--- config.mk ---
export PLATFORM = sky130hd
export DESIGN_NAME = prbs_pattern_monitor
export DESIGN_NICKNAME = d
export VERILOG_FILES = /design/src/inc/prbs_pkg.sv /design/src/verilog/prbs_pattern_monitor.sv
export SDC_FILE = /design/constraint.sdc
export NUM_CORES = 1
export LEC_CHECK = 0
export BUFFER_PORTS_ARGS = -buffer_cell sky130_fd_sc_hd__buf_4
export CORE_ASPECT_RATIO = 0.7
export CORE_MARGIN = 3
export CORE_UTILIZATION = 50
export DETAILED_ROUTE_END_ITERATION = 12
export MAX_ROUTING_LAYER = met4
export PLACE_DENSITY = 0.66
export SLEW_MARGIN = 30
export SYNTH_ARGS = -nofsm -noshare
export SYNTH_HDL_FRONTEND = slang
export SYNTH_SLANG_ARGS = --single-unit
--- constraint.sdc ---
create_clock -name clk_in -period 3.05 [get_ports clk_in]
set_clock_uncertainty 0.1 [all_clocks]
set_input_delay 0.1525 -clock clk_in [delete_from_list [all_inputs] [get_ports clk_in]]
set_output_delay 0.1525 -clock clk_in [all_outputs]
set_load 0.01 [all_outputs]
--- src/inc/prbs_pkg.sv ---
// Purpose: shared constants for the pattern generator and checker
// Assumes: 40 MHz core clock, AHB-Lite register access
// Notes: pattern and state codes are the register field encodings
package prbs_pkg;
    // register byte offsets
    localparam logic [7:0] ADDR_CTRL = 8'h00;
    localparam logic [7:0] ADDR_STATUS = 8'h04;
    localparam logic [7:0] ADDR_ERR_COUNT = 8'h08;
    localparam logic [7:0] ADDR_IRQ_STATUS = 8'h0C;
    localparam logic [7:0] ADDR_IRQ_MASK = 8'h10;
    localparam int ADDR_W = 8;
    // ctrl fields
    localparam int CTRL_PAT_LSB = 0;
    localparam int CTRL_PAYLOAD_BIT = 2;
    localparam int CTRL_XCONN_BIT = 3;
    localparam int CTRL_TRUNK_LSB = 4;
    localparam int CTRL_INTERNAL_ODU_PORT_LSB = 6;
    // status fields
    localparam int STAT_SYNC_LSB = 0;
    localparam int STAT_ACTIVE_BIT = 2;
    localparam int STAT_FOUND_LSB = 3;
    // interrupt bits
    localparam int IRQ_W = 3;
    localparam int IRQ_BIT_ERR = 0;
    localparam int IRQ_SYNC_CHG = 1;
    localparam int IRQ_REFUSED = 2;
    // pattern selection
    localparam logic [1:0] PRBS_OFF = 2'h0;
    localparam logic [1:0] PRBS_ORDER_ELEVEN = 2'h1;
    localparam logic [1:0] PRBS_ORDER_THIRTYONE = 2'h2;
    localparam logic [1:0] PRBS_ORDER_THIRTYONE_INVERTED = 2'h3;
    // port service states
    localparam logic [1:0] IN_SERVICE_STATE = 2'h0;
    localparam logic [1:0] OUT_OF_SERVICE_STATE = 2'h1;
    localparam logic [1:0] MAINTENANCE_SERVICE_STATE = 2'h2;
    // sync status codes
    localparam logic [1:0] PATTERN_NONE = 2'h0;
    localparam logic [1:0] PATTERN_OK = 2'h1;
    localparam logic [1:0] PATTERN_ERROR = 2'h2;
    // feedback taps, zero-based history index (x^11+x^9+1, x^31+x^28+1)
    localparam int TAP11_A = 8;
    localparam int TAP11_B = 10;
    localparam int TAP31_A = 27;
    localparam int TAP31_B = 30;
    localparam int LFSR_W = 31;
    // checker lock thresholds
    localparam int RUN_W = 7;
    localparam logic [6:0] LOCK_RUN = 7'h40;
    localparam int MISS_W = 4;
    localparam logic [3:0] LOSS_RUN = 4'h8;
    // error status hold time
    localparam int CLK_PERIOD_PS = 25000;
    localparam int ERR_HOLD_NS = 1000;
    localparam int ERR_HOLD_CYC = (ERR_HOLD_NS * 1000 + CLK_PERIOD_PS - 1) / CLK_PERIOD_PS;
    localparam int HOLD_W = 8;

    function automatic logic next_bit(input logic [1:0] kind, input logic [30:0] hist);
        case (kind)
            PRBS_ORDER_ELEVEN: return hist[TAP11_A] ^ hist[TAP11_B];
            PRBS_ORDER_THIRTYONE: return hist[TAP31_A] ^ hist[TAP31_B];
            PRBS_ORDER_THIRTYONE_INVERTED: return ~(hist[TAP31_A] ^ hist[TAP31_B]);
            default: return 1'b0;
        endcase
    endfunction : next_bit
endpackage : prbs_pkg

--- src/verilog/prbs_pattern_monitor.sv ---
// Purpose: self-synchronising checker that hunts all three patterns
// Assumes: rx_bit_in already synchronised to clk_in
// Notes: lock after a run of matches, loss after a run of misses
`timescale 1ns/1ps
module prbs_pattern_monitor (
    input wire logic clk_in,
    input wire logic rst_in,
    input wire logic rx_bit_in,
    input wire logic active_in,
    input wire logic [1:0] cfg_in,
    output logic [1:0] found_out,
    output logic bit_err_out
);
    import prbs_pkg::*;

    logic [LFSR_W-1:0] hist;
    logic [LFSR_W-1:0] next_hist;
    logic [RUN_W-1:0] run [3:1];
    logic [RUN_W-1:0] next_run [3:1];
    logic [MISS_W-1:0] miss [3:1];
    logic [MISS_W-1:0] next_miss [3:1];
    logic [3:1] lock;
    logic [3:1] next_lock;
    logic [3:1] hit;

    always_comb begin
        next_hist = {hist[LFSR_W-2:0], rx_bit_in};
        found_out = PRBS_OFF;
        for (int k = 1; k <= 3; k++) begin
            hit[k] = (next_bit(2'(k), hist) == rx_bit_in);
            next_run[k] = run[k];
            next_miss[k] = miss[k];
            next_lock[k] = lock[k];
            if (!active_in) begin
                next_run[k] = '0;
                next_miss[k] = '0;
                next_lock[k] = 1'b0;
            end else if (hit[k]) begin
                next_miss[k] = '0;
                if (run[k] != LOCK_RUN) begin
                    next_run[k] = run[k] + 1'b1;
                end
                if (next_run[k] == LOCK_RUN) begin
                    next_lock[k] = 1'b1;
                end
            end else begin
                next_run[k] = '0;
                if (miss[k] != LOSS_RUN) begin
                    next_miss[k] = miss[k] + 1'b1;
                end
                if (next_miss[k] == LOSS_RUN) begin
                    next_lock[k] = 1'b0;
                end
            end
        end
        // any recognised pattern is reported, the configured one first
        for (int k = 3; k >= 1; k--) begin
            if (lock[k]) begin
                found_out = 2'(k);
            end
        end
        if (cfg_in != PRBS_OFF && lock[cfg_in]) begin
            found_out = cfg_in;
        end
        bit_err_out = active_in && cfg_in != PRBS_OFF && lock[cfg_in] && !hit[cfg_in];
    end

    always_ff @(posedge clk_in or posedge rst_in) begin
        if (rst_in) begin
            hist <= '0;
            lock <= '0;
            for (int k = 1; k <= 3; k++) begin
                run[k] <= '0;
                miss[k] <= '0;
            end
        end else begin
            hist <= next_hist;
            lock <= next_lock;
            for (int k = 1; k <= 3; k++) begin
                run[k] <= next_run[k];
                miss[k] <= next_miss[k];
            end
        end
    end
endmodule : prbs_pattern_monitor

==> flow_results.org, run 1 <==
** Die
- The initial utilization of the core area, before any placement, comes to 0.523.
- The floorplan step defined a die boundary enclosing 7040 um2.
- In this run the count of I/O pins placed on the die edge is 9.
- Number of standard-cell rows in the floorplan :: 23
- Core Box Area :: 5780 um2
- In this run the horizontal extent of the chip is 99.0 um.
- Die Ht :: 71.1 um

** Place
- Total of buffers placed on input and output ports :: 8
- Detailed placement ended at an HPWL of 3470 um.
- Prior to clock tree synthesis, the placed netlist has a worst setup slack of 1050 ps.
- RD Place Congestion :: 0.790
- DP Cell Count :: 358
- Summing all placed instances gives a cell area of 3170 um2.

** Yosys
- FF+latch count, synth :: 67
- In this run the mean area of a mapped cell was 10.8 um2.
- Synthesis produced 279 cells.
- Count of flip-flops with a built-in enable after synthesis :: 0
- Post-synth cell types :: 40
- Synth Flop Type :: sky130_fd_sc_hd__dfrtp_1
- Net count after synthesis :: 297
- The cell area that synthesis handed to floorplanning was 3030 um2.
- Ys async rst share :: 1.00
- The share of the Yosys chip area taken by registers is 0.554.
- Synth warnings :: 0

** Power and ir drop
- Pwr per Cell Area :: 545 nW/um2
- Total power of the final layout :: 1.85 mW
- Static Leak :: 1.49 nW
- Largest voltage drop on the vdd net :: 0.000390 V

** Finish
- Summing all non-filler instances in the final layout gives an area of 3400 um2.
- Once layout is complete, the utilization of the core stands at 0.588.
- Compared with the post-synthesis result, the final layout area differs by 12.4%.
- Layout cells sized above 1 :: 0.110
- The library cell used most frequently in the layout, excluding fill and tap cells, is sky130_fd_sc_hd__dfrtp_1.
- Commonest non-fill, non-tap cells in the layout :: 67 x sky130_fd_sc_hd__dfrtp_1, 36 x sky130_fd_sc_hd__nor2_1, 17 x sky130_fd_sc_hd__nand2_1
- Cell Count, Final, Fillers Out :: 376
- ANT cells :: 0
- Total number of nets in the final design :: 314
- Number of filler cells placed in the layout :: 479

** Timing
- Dividing the final minimum period by the clock period gives 0.726.
- Worst Max-Slew Pin Slew :: 610 ps
- The final-report hold violation count came to 0.
- Setup repair after global routing missed its margin :: false
- Setup total negative slack on the finished layout was measured at 0 ps.
- Final setup margin :: 834 ps
- Final hold analysis gives a worst-case slack of 29.2 ps.
- The worst pin sits at a relative slew slack of 0.593.
- Based on the critical path, the design can be clocked at up to 451 MHz.
- Pins Over Slew Limit :: 0
- Minimum clock period after layout :: 2220 ps
- Total setup violations reported at the end of the flow :: 0

** Clock network
- The number of setup buffers added after CTS is 0.
- The number of clock buffers added by TritonCTS is 9.
- Root buffer cell :: sky130_fd_sc_hd__clkbuf_8
- CTS Sinks :: 67
- Source-to-sink clock delay at the later pin of the worst-skew pair :: 340 ps
- Max clock buf depth :: 2
- The H-tree was split into 3 levels.
- Clock tree from TritonCTS :: done
- After clock tree synthesis, the clock-pin slew on the worst setup and hold paths is 70 ps.

** Global routing
- Summed over all layers, the global routing overflow is 0.
- For this run, global-route usage on met1 was measured as 0.252.
- Maximum number of pins on one net before global-route repair :: 32
- The number of global-route vias before repair is 1,883.
- Met2 usage in global routing :: 0.235
- Gr usage total :: 0.174
- Most heavily used metal layer in global routing :: met1
- In the global route stage, met3 resource usage came out at 0.0532.
- Antenna violations before repair :: 0
- First-pass GRT wire length :: 9310 um

** Status
- Outcome :: completed

** Route
- The first detailed-routing pass took 4 iterations.
- Total wire length after detailed routing :: 5180 um
- Number of nets with antenna violations after routing :: 0
- Routed vias :: 1,920
- After the first detailed-routing iteration, the DRC count stood at 99.
- For this run, design rule violations remaining after detail routing come to 0.
- Detailed-route vias per instance :: 5.11
- Wire per inst :: 13.8 um

** Worst setup path
- Category of the worst setup path launch point :: register
- The largest single stage delay on the critical path is 420 ps.
- Worst-path cell with the longest stage delay :: sky130_fd_sc_hd__xnor2_1
- The critical path goes through xor2_1, xnor2_1, a31oi_1, a211oi_1, buf_4.
- CP Max Fanout :: 7
- Data required time of the critical path :: 2800 ps
- Arrival time of data at the critical path endpoint :: 1960 ps
- Kind of capture point of the worst setup path :: primary output
- Critical setup path kind :: reg2out
- The number of buffers and inverters on the critical path is 1.
- Family with the most delay on the worst path :: XOR/XNOR gates

** Flow run
- The tool flagged a number of max-cap violations equal to 0.

** Hold path
- Type of the worst min-delay path :: in2reg
-- repair_timing --
item,4_1_cts,5_1_grt
hold buffers,2,0
endpoints found under the hold margin,30,0
resized for setup,0,0
-- logic make-up after synthesis --
family / count (synthesis) / share of synthesized area
muxes: 7 / 0.0244
xor gates and xnor gates: 32 / 0.0926
and+or+nand+nor: 107 / 0.180
AOI/OAI and AO/OA: 32 / 0.0716
DFF: 67 / 0.554
buffers and inverters: 22 / 0.0277
adders and majority gates: 12 / 0.0496
-- synth_stat cells, types with 2 or more instances --
cell type                   n  area [um2]
sky130_fd_sc_hd__dfrtp_1   67        1680
sky130_fd_sc_hd__nor2_1    36         135
sky130_fd_sc_hd__nand2_1   17        63.8
sky130_fd_sc_hd__inv_1     16        60.1
sky130_fd_sc_hd__xnor2_1   16         140
sky130_fd_sc_hd__xor2_1    16         140
sky130_fd_sc_hd__nand3_1   14        70.1
sky130_fd_sc_hd__nor3_1    13        65.1
sky130_fd_sc_hd__ha_1      12         150
sky130_fd_sc_hd__a21oi_1    9        45.0
sky130_fd_sc_hd__nor3b_1    6        45.0
sky130_fd_sc_hd__and3_1     5        31.3
sky130_fd_sc_hd__clkbuf_1   5        18.8
sky130_fd_sc_hd__o21ai_0    5        25.0
sky130_fd_sc_hd__mux2i_1    4        40.0
sky130_fd_sc_hd__nor2b_1    4        25.0
sky130_fd_sc_hd__a31oi_1    3        18.8
sky130_fd_sc_hd__a32o_1     3        30.0
sky130_fd_sc_hd__mux2_2     3        33.8
sky130_fd_sc_hd__nand2b_1   3        18.8
sky130_fd_sc_hd__a211oi_1   2        15.0
sky130_fd_sc_hd__a311oi_1   2        17.5
-- report_power, final --
| part | internal [mW] | switching [mW] |
|---|---|---|
| clock network | 0.407 | 0.355 |
| logic | 0.0541 | 0.0845 |
| registers | 0.923 | 0.0279 |
-- layer usage --
layer,wire [um],share of wire
met1,2830,0.55
met2,2220,0.43
met3,111,0.021
met4,23,0.0044
met5,0,0
-- flip-flops by register name (all words and copies together) (netlist names) --
| register | flops |
|---|---|
| lock | 3 |
| miss | 12 |
| run | 21 |
| hist | 31 |
-- worst reg2reg max path: stages, from the launching register on --
cell,delay [ps]
sky130_fd_sc_hd__dfrtp_1,420
sky130_fd_sc_hd__inv_1,120
sky130_fd_sc_hd__ha_1,160
sky130_fd_sc_hd__nand4bb_1,150
sky130_fd_sc_hd__nor3_4,320
sky130_fd_sc_hd__mux2_2,380
sky130_fd_sc_hd__a211oi_1,170
sky130_fd_sc_hd__a32o_1,150
-- final cells by class --
cell class	count	area (um2)	area share
multi-input cells	190	1260	0.372
well taps	75	93.8	0.0276
clock buffers	10	138	0.0405
repair buffers	12	95.1	0.0280
clock inverters	6	71.3	0.0210
flip-flops and latches	67	1680	0.493
inverters	16	60.1	0.0177
-- path summary, 6_finish.rpt --
kind                            from          end  slack, ps  cells past startpoint
max in group asynchronous     rst_in      run[10]       1810                      4
hold / removal             active_in      lock[3]         30                      3
setup reg to reg              run[0]      lock[1]       1020                      7
hold reg to reg             hist[24]     hist[25]        250                      0
min in group asynchronous     rst_in      run[20]        350                      3
setup / recovery            hist[27]  bit_err_out        830                      5
No activity file was read; power rests on OpenSTA's default activity.
==> inputs of run 2 (changes only) <==
--- a/config.mk
+++ b/config.mk
@@ -11,7 +11,7 @@
 export CORE_UTILIZATION = 50
 export DETAILED_ROUTE_END_ITERATION = 12
 export MAX_ROUTING_LAYER = met4
-export PLACE_DENSITY = 0.66
+export PLACE_DENSITY = 0.69
 export SLEW_MARGIN = 30
 export SYNTH_ARGS = -nofsm -noshare
 export SYNTH_HDL_FRONTEND = slang
==> constraint.sdc (replaced) <==
create_clock -name clk_in -period 1.8 [get_ports clk_in]
set_clock_uncertainty 0.1 [all_clocks]
set_input_delay 0.09 -clock clk_in [delete_from_list [all_inputs] [get_ports clk_in]]
set_output_delay 0.09 -clock clk_in [all_outputs]
set_load 0.01 [all_outputs]
==> flow_results.org, run 2 (synthesis results as in run 1) <==
** Status
- The flow ran to the end, but the final reports show violations.
- Violations in the final reports :: negative setup slack

** Finish
- The largest registers in the layout are hist x31, run x21, miss x12.
- Total number of nets in the final design :: 347 (+11%)
- Sequential cell area in the final layout :: 1680 um2 (+0.15%)
- The final non-filler cell total is 409 (+8.8%).
- The flip-flop count of the largest register after layout was 31 (unchanged).
- Ranked by flip-flop count, first place goes to hist.
- The antenna diode count came to 0 (unchanged).
- In the layout the commonest cells are 65 x sky130_fd_sc_hd__dfrtp_1, 41 x sky130_fd_sc_hd__buf_4, 36 x sky130_fd_sc_hd__nor2_1.
- The number of fill cells was 450 (-6.1%).
- Relative to the synthesized area, the layout overhead comes to 25.3%.
- The fraction of the core area covered by cells at the end of the flow came to 0.655 (+0.0677).
- The area taken by multi-input logic gates was 1390 um2 (+9.8%).
- Leading cell type in the layout, fill and taps excluded :: sky130_fd_sc_hd__dfrtp_1
- The fraction of layout instances using a drive strength above 1 came to 0.266 (+0.157).

** Hold path
- Startpoint of the most critical hold path :: hist[4]
- The cell count of the worst hold path came to 0 (-3).
- Type of the worst min-delay path :: reg2reg
- The worst hold path terminates at hist[5].

** Timing
- Relative slew margins :: 0.738 (+0.146)
- Worst Max-Slew Pin Slew :: 389 ps (-221 ps)
- The post-route worst setup slack was -90.0 ps (-924 ps).
- Pins Over Slew Limit :: 0 (unchanged)
- Timing would allow up to 529 MHz.
- Count of final hold-check violations :: 0 (unchanged)
- Setup repair after global routing could not meet its margin everywhere.
- The final total negative setup slack is -156 ps (-156 ps).
- After layout, the minimum clock period comes to 1890 ps.
- In the finished design, the share of the clock period the worst path needs comes to 1.05.
- The count of endpoints failing setup in the final report came to 2 (+2).

** Worst setup path
- The slowest stage of the critical path is the sky130_fd_sc_hd__or4b_1 cell.
- The worst setup path is launched from a register.
- In this design, the largest share of critical-path delay is due to simple AND/OR/NAND/NOR gates.
- Worst path buffer plus inverter count :: 1 (unchanged)
- The maximum fanout encountered on the critical timing path is 2 (-5).
- The signal on the critical path passes through inv_2, ha_4, nor3b_2, a21o_1, a21oi_1, or4b_1, a32o_1.
- Reg2reg end :: lock[1]
- The data arrival time at the worst-slack endpoint was 2010 ps (+50 ps).
- In this run the critical register-to-register path is launched from miss[1].
- The worst setup path is of the reg2reg kind.
- R2R depth :: 7 (unchanged)
- The setup slack of the most critical reg-to-reg path is -90 ps (-1110 ps).
- Data required time of the critical path :: 1920 ps (-880 ps)
- Kind of capture point of the worst setup path :: register
- The largest stage delay on the critical path came to 510 ps (+90 ps).

** Place
- RD Place Congestion :: 0.831 (+5.2%)
- Total of buffers placed on input and output ports :: 8 (unchanged)
- DP Cell Count :: 385 (+7.5%)
- The final HPWL from detailed placement is 3650 um (+5.4%).

** Die
- Die outline width :: 99.0 um (unchanged)
- The initial core utilization came to 0.523 (unchanged).
- Number of standard-cell rows in the floorplan :: 23 (unchanged)
- Die Ht :: 71.1 um (unchanged)
- The overall die area was 7040 um2 (unchanged).
- Number of top-level design ports :: 9 (unchanged)
- Core Box Area :: 5780 um2 (unchanged)

** Route
- The number of vias after detailed routing came to 2,081 (+8.4%).
- Total wire length after detailed routing :: 5700 um (+10%)
- The number of iterations in the first detailed-routing pass was 4 (unchanged).
- Number of nets with antenna violations after routing :: 0 (unchanged)
- Detailed-route vias per instance :: 5.09 (-0.36%)
- The average wire per standard cell came to 13.9 um (+1.2%).
- The post-detailed-route DRC marker count came to 0 (unchanged).
- The DRC violation total after the first TritonRoute iteration was 98 (-1.0%).

** Flow run
- The max-cap violation count is 0 (unchanged).

** Clock network
- The clock insertion delay at the later pin of the skew report is 340 ps (about the same).
- Total CTS buffers :: 9 (unchanged)
- The clock transition at the registers of the reported paths is 80 ps (about the same).
- Max clock buf depth :: 2 (unchanged)
- Clock tree from TritonCTS :: done
- Depth of the CTS H-tree :: 3 (unchanged)
- The clock net sink count came to 67 (unchanged).
- The cell sitting at the root of the clock tree is a sky130_fd_sc_hd__clkbuf_8.

** Global routing
- Antenna violations before repair :: 0 (unchanged)
- Maximum number of pins on one net before global-route repair :: 68 (+110%)
- The number of global-route vias before repair was 2,088 (+11%).
- The global-route total usage across every layer came to 0.180 (+0.00597).
- The aggregate global routing overflow is 0 (unchanged).
- The wire length of the first global-routing pass was 9640 um (+3.6%).

** Power and ir drop
- The areal power density over the cells came to 859 nW/um2 (+58%).
- The post-route total power is 3.26 mW (+76%).
- The worst voltage drop across the vdd grid came to 0.000586 V (+50%).
- Static Leak :: 1.69 nW (+13%)
[run 2: changes by cell type in the layout (fill, tap and decap cells not counted), sizes merged]
cell,change
buf,+32
clkbuf,-1
clkinv,+1
dlygate4sd3,+1
[run 2: repair_timing]
action / in CTS / in global routing
pin swaps: 4 / 7
endpoints found under the hold margin: 74 / 0
buffers inserted: 5 / 0
endpoints found under the setup margin: 4 / 7
gates resized for setup: 11 / 13
hold buffers: 3 / 0
[run 2: worst reg2reg max path, delay by kind of cell, from the launching register on]
family / cells / cell delay [ps]
buf+inv: 1 / 50
flops: 1 / 370
simple gates: 2 / 660
fa+ha+maj: 1 / 170
compound gates: 3 / 430
[run 2: worst max-delay path by stage]
| stage | startpoint | endpoint | slack [ps] | cells after the start |
|---|---|---|---|---|
| floorplan | run[0] | lock[1] | -50 | 7 |
| global placement | miss[4] | lock[2] | -40 | 7 |
| detailed placement | miss[0] | lock[1] | -80 | 7 |
| CTS | hist[30] | bit_err_out | -120 | 5 |
| global route | hist[27] | bit_err_out | -190 | 5 |
| finish | miss[1] | lock[1] | -90 | 7 |
[run 2: report_power, final]
part | internal [mW] | switching, mW | leakage (nW) | total, mW
clock | 0.663 | 0.629 | 0.102 | 1.29
combinational | 0.172 | 0.189 | 0.729 | 0.361
sequential | 1.56 | 0.0387 | 0.855 | 1.60
total | 2.40 | 0.857 | 1.69 | 3.26
[run 2: layer usage]
layer  vias up  GRT usage  wire [um]  part of all wire
met5         -          -          0                 0
met4         0     0.0591         72             0.013
met3         5     0.0621        152             0.027
met2        27      0.257       2560              0.45
met1      1002      0.243       2910              0.51
li1       1047          -          -                 -
[run 2: per-stage QoR]
step           area (um2)  setup slack [ps]  hold WS [ps]
2_1_floorplan        3050             -53.8          21.4
3_3_place_gp         3410             -40.2           110
3_5_place_dp         3410             -76.6           116
4_1_cts              3740              -118           243
5_1_grt              3790              -186           258
6_report             3790             -90.0           242
[run 2: layout make-up]
type,count,share of cell area
clock inverter,7,0.0221
inverter,16,0.0168
multi-input combinational,190,0.366
sequential,67,0.443
tap,75,0.0248
clock buffer,9,0.0327
timing repair buffer,45,0.0944
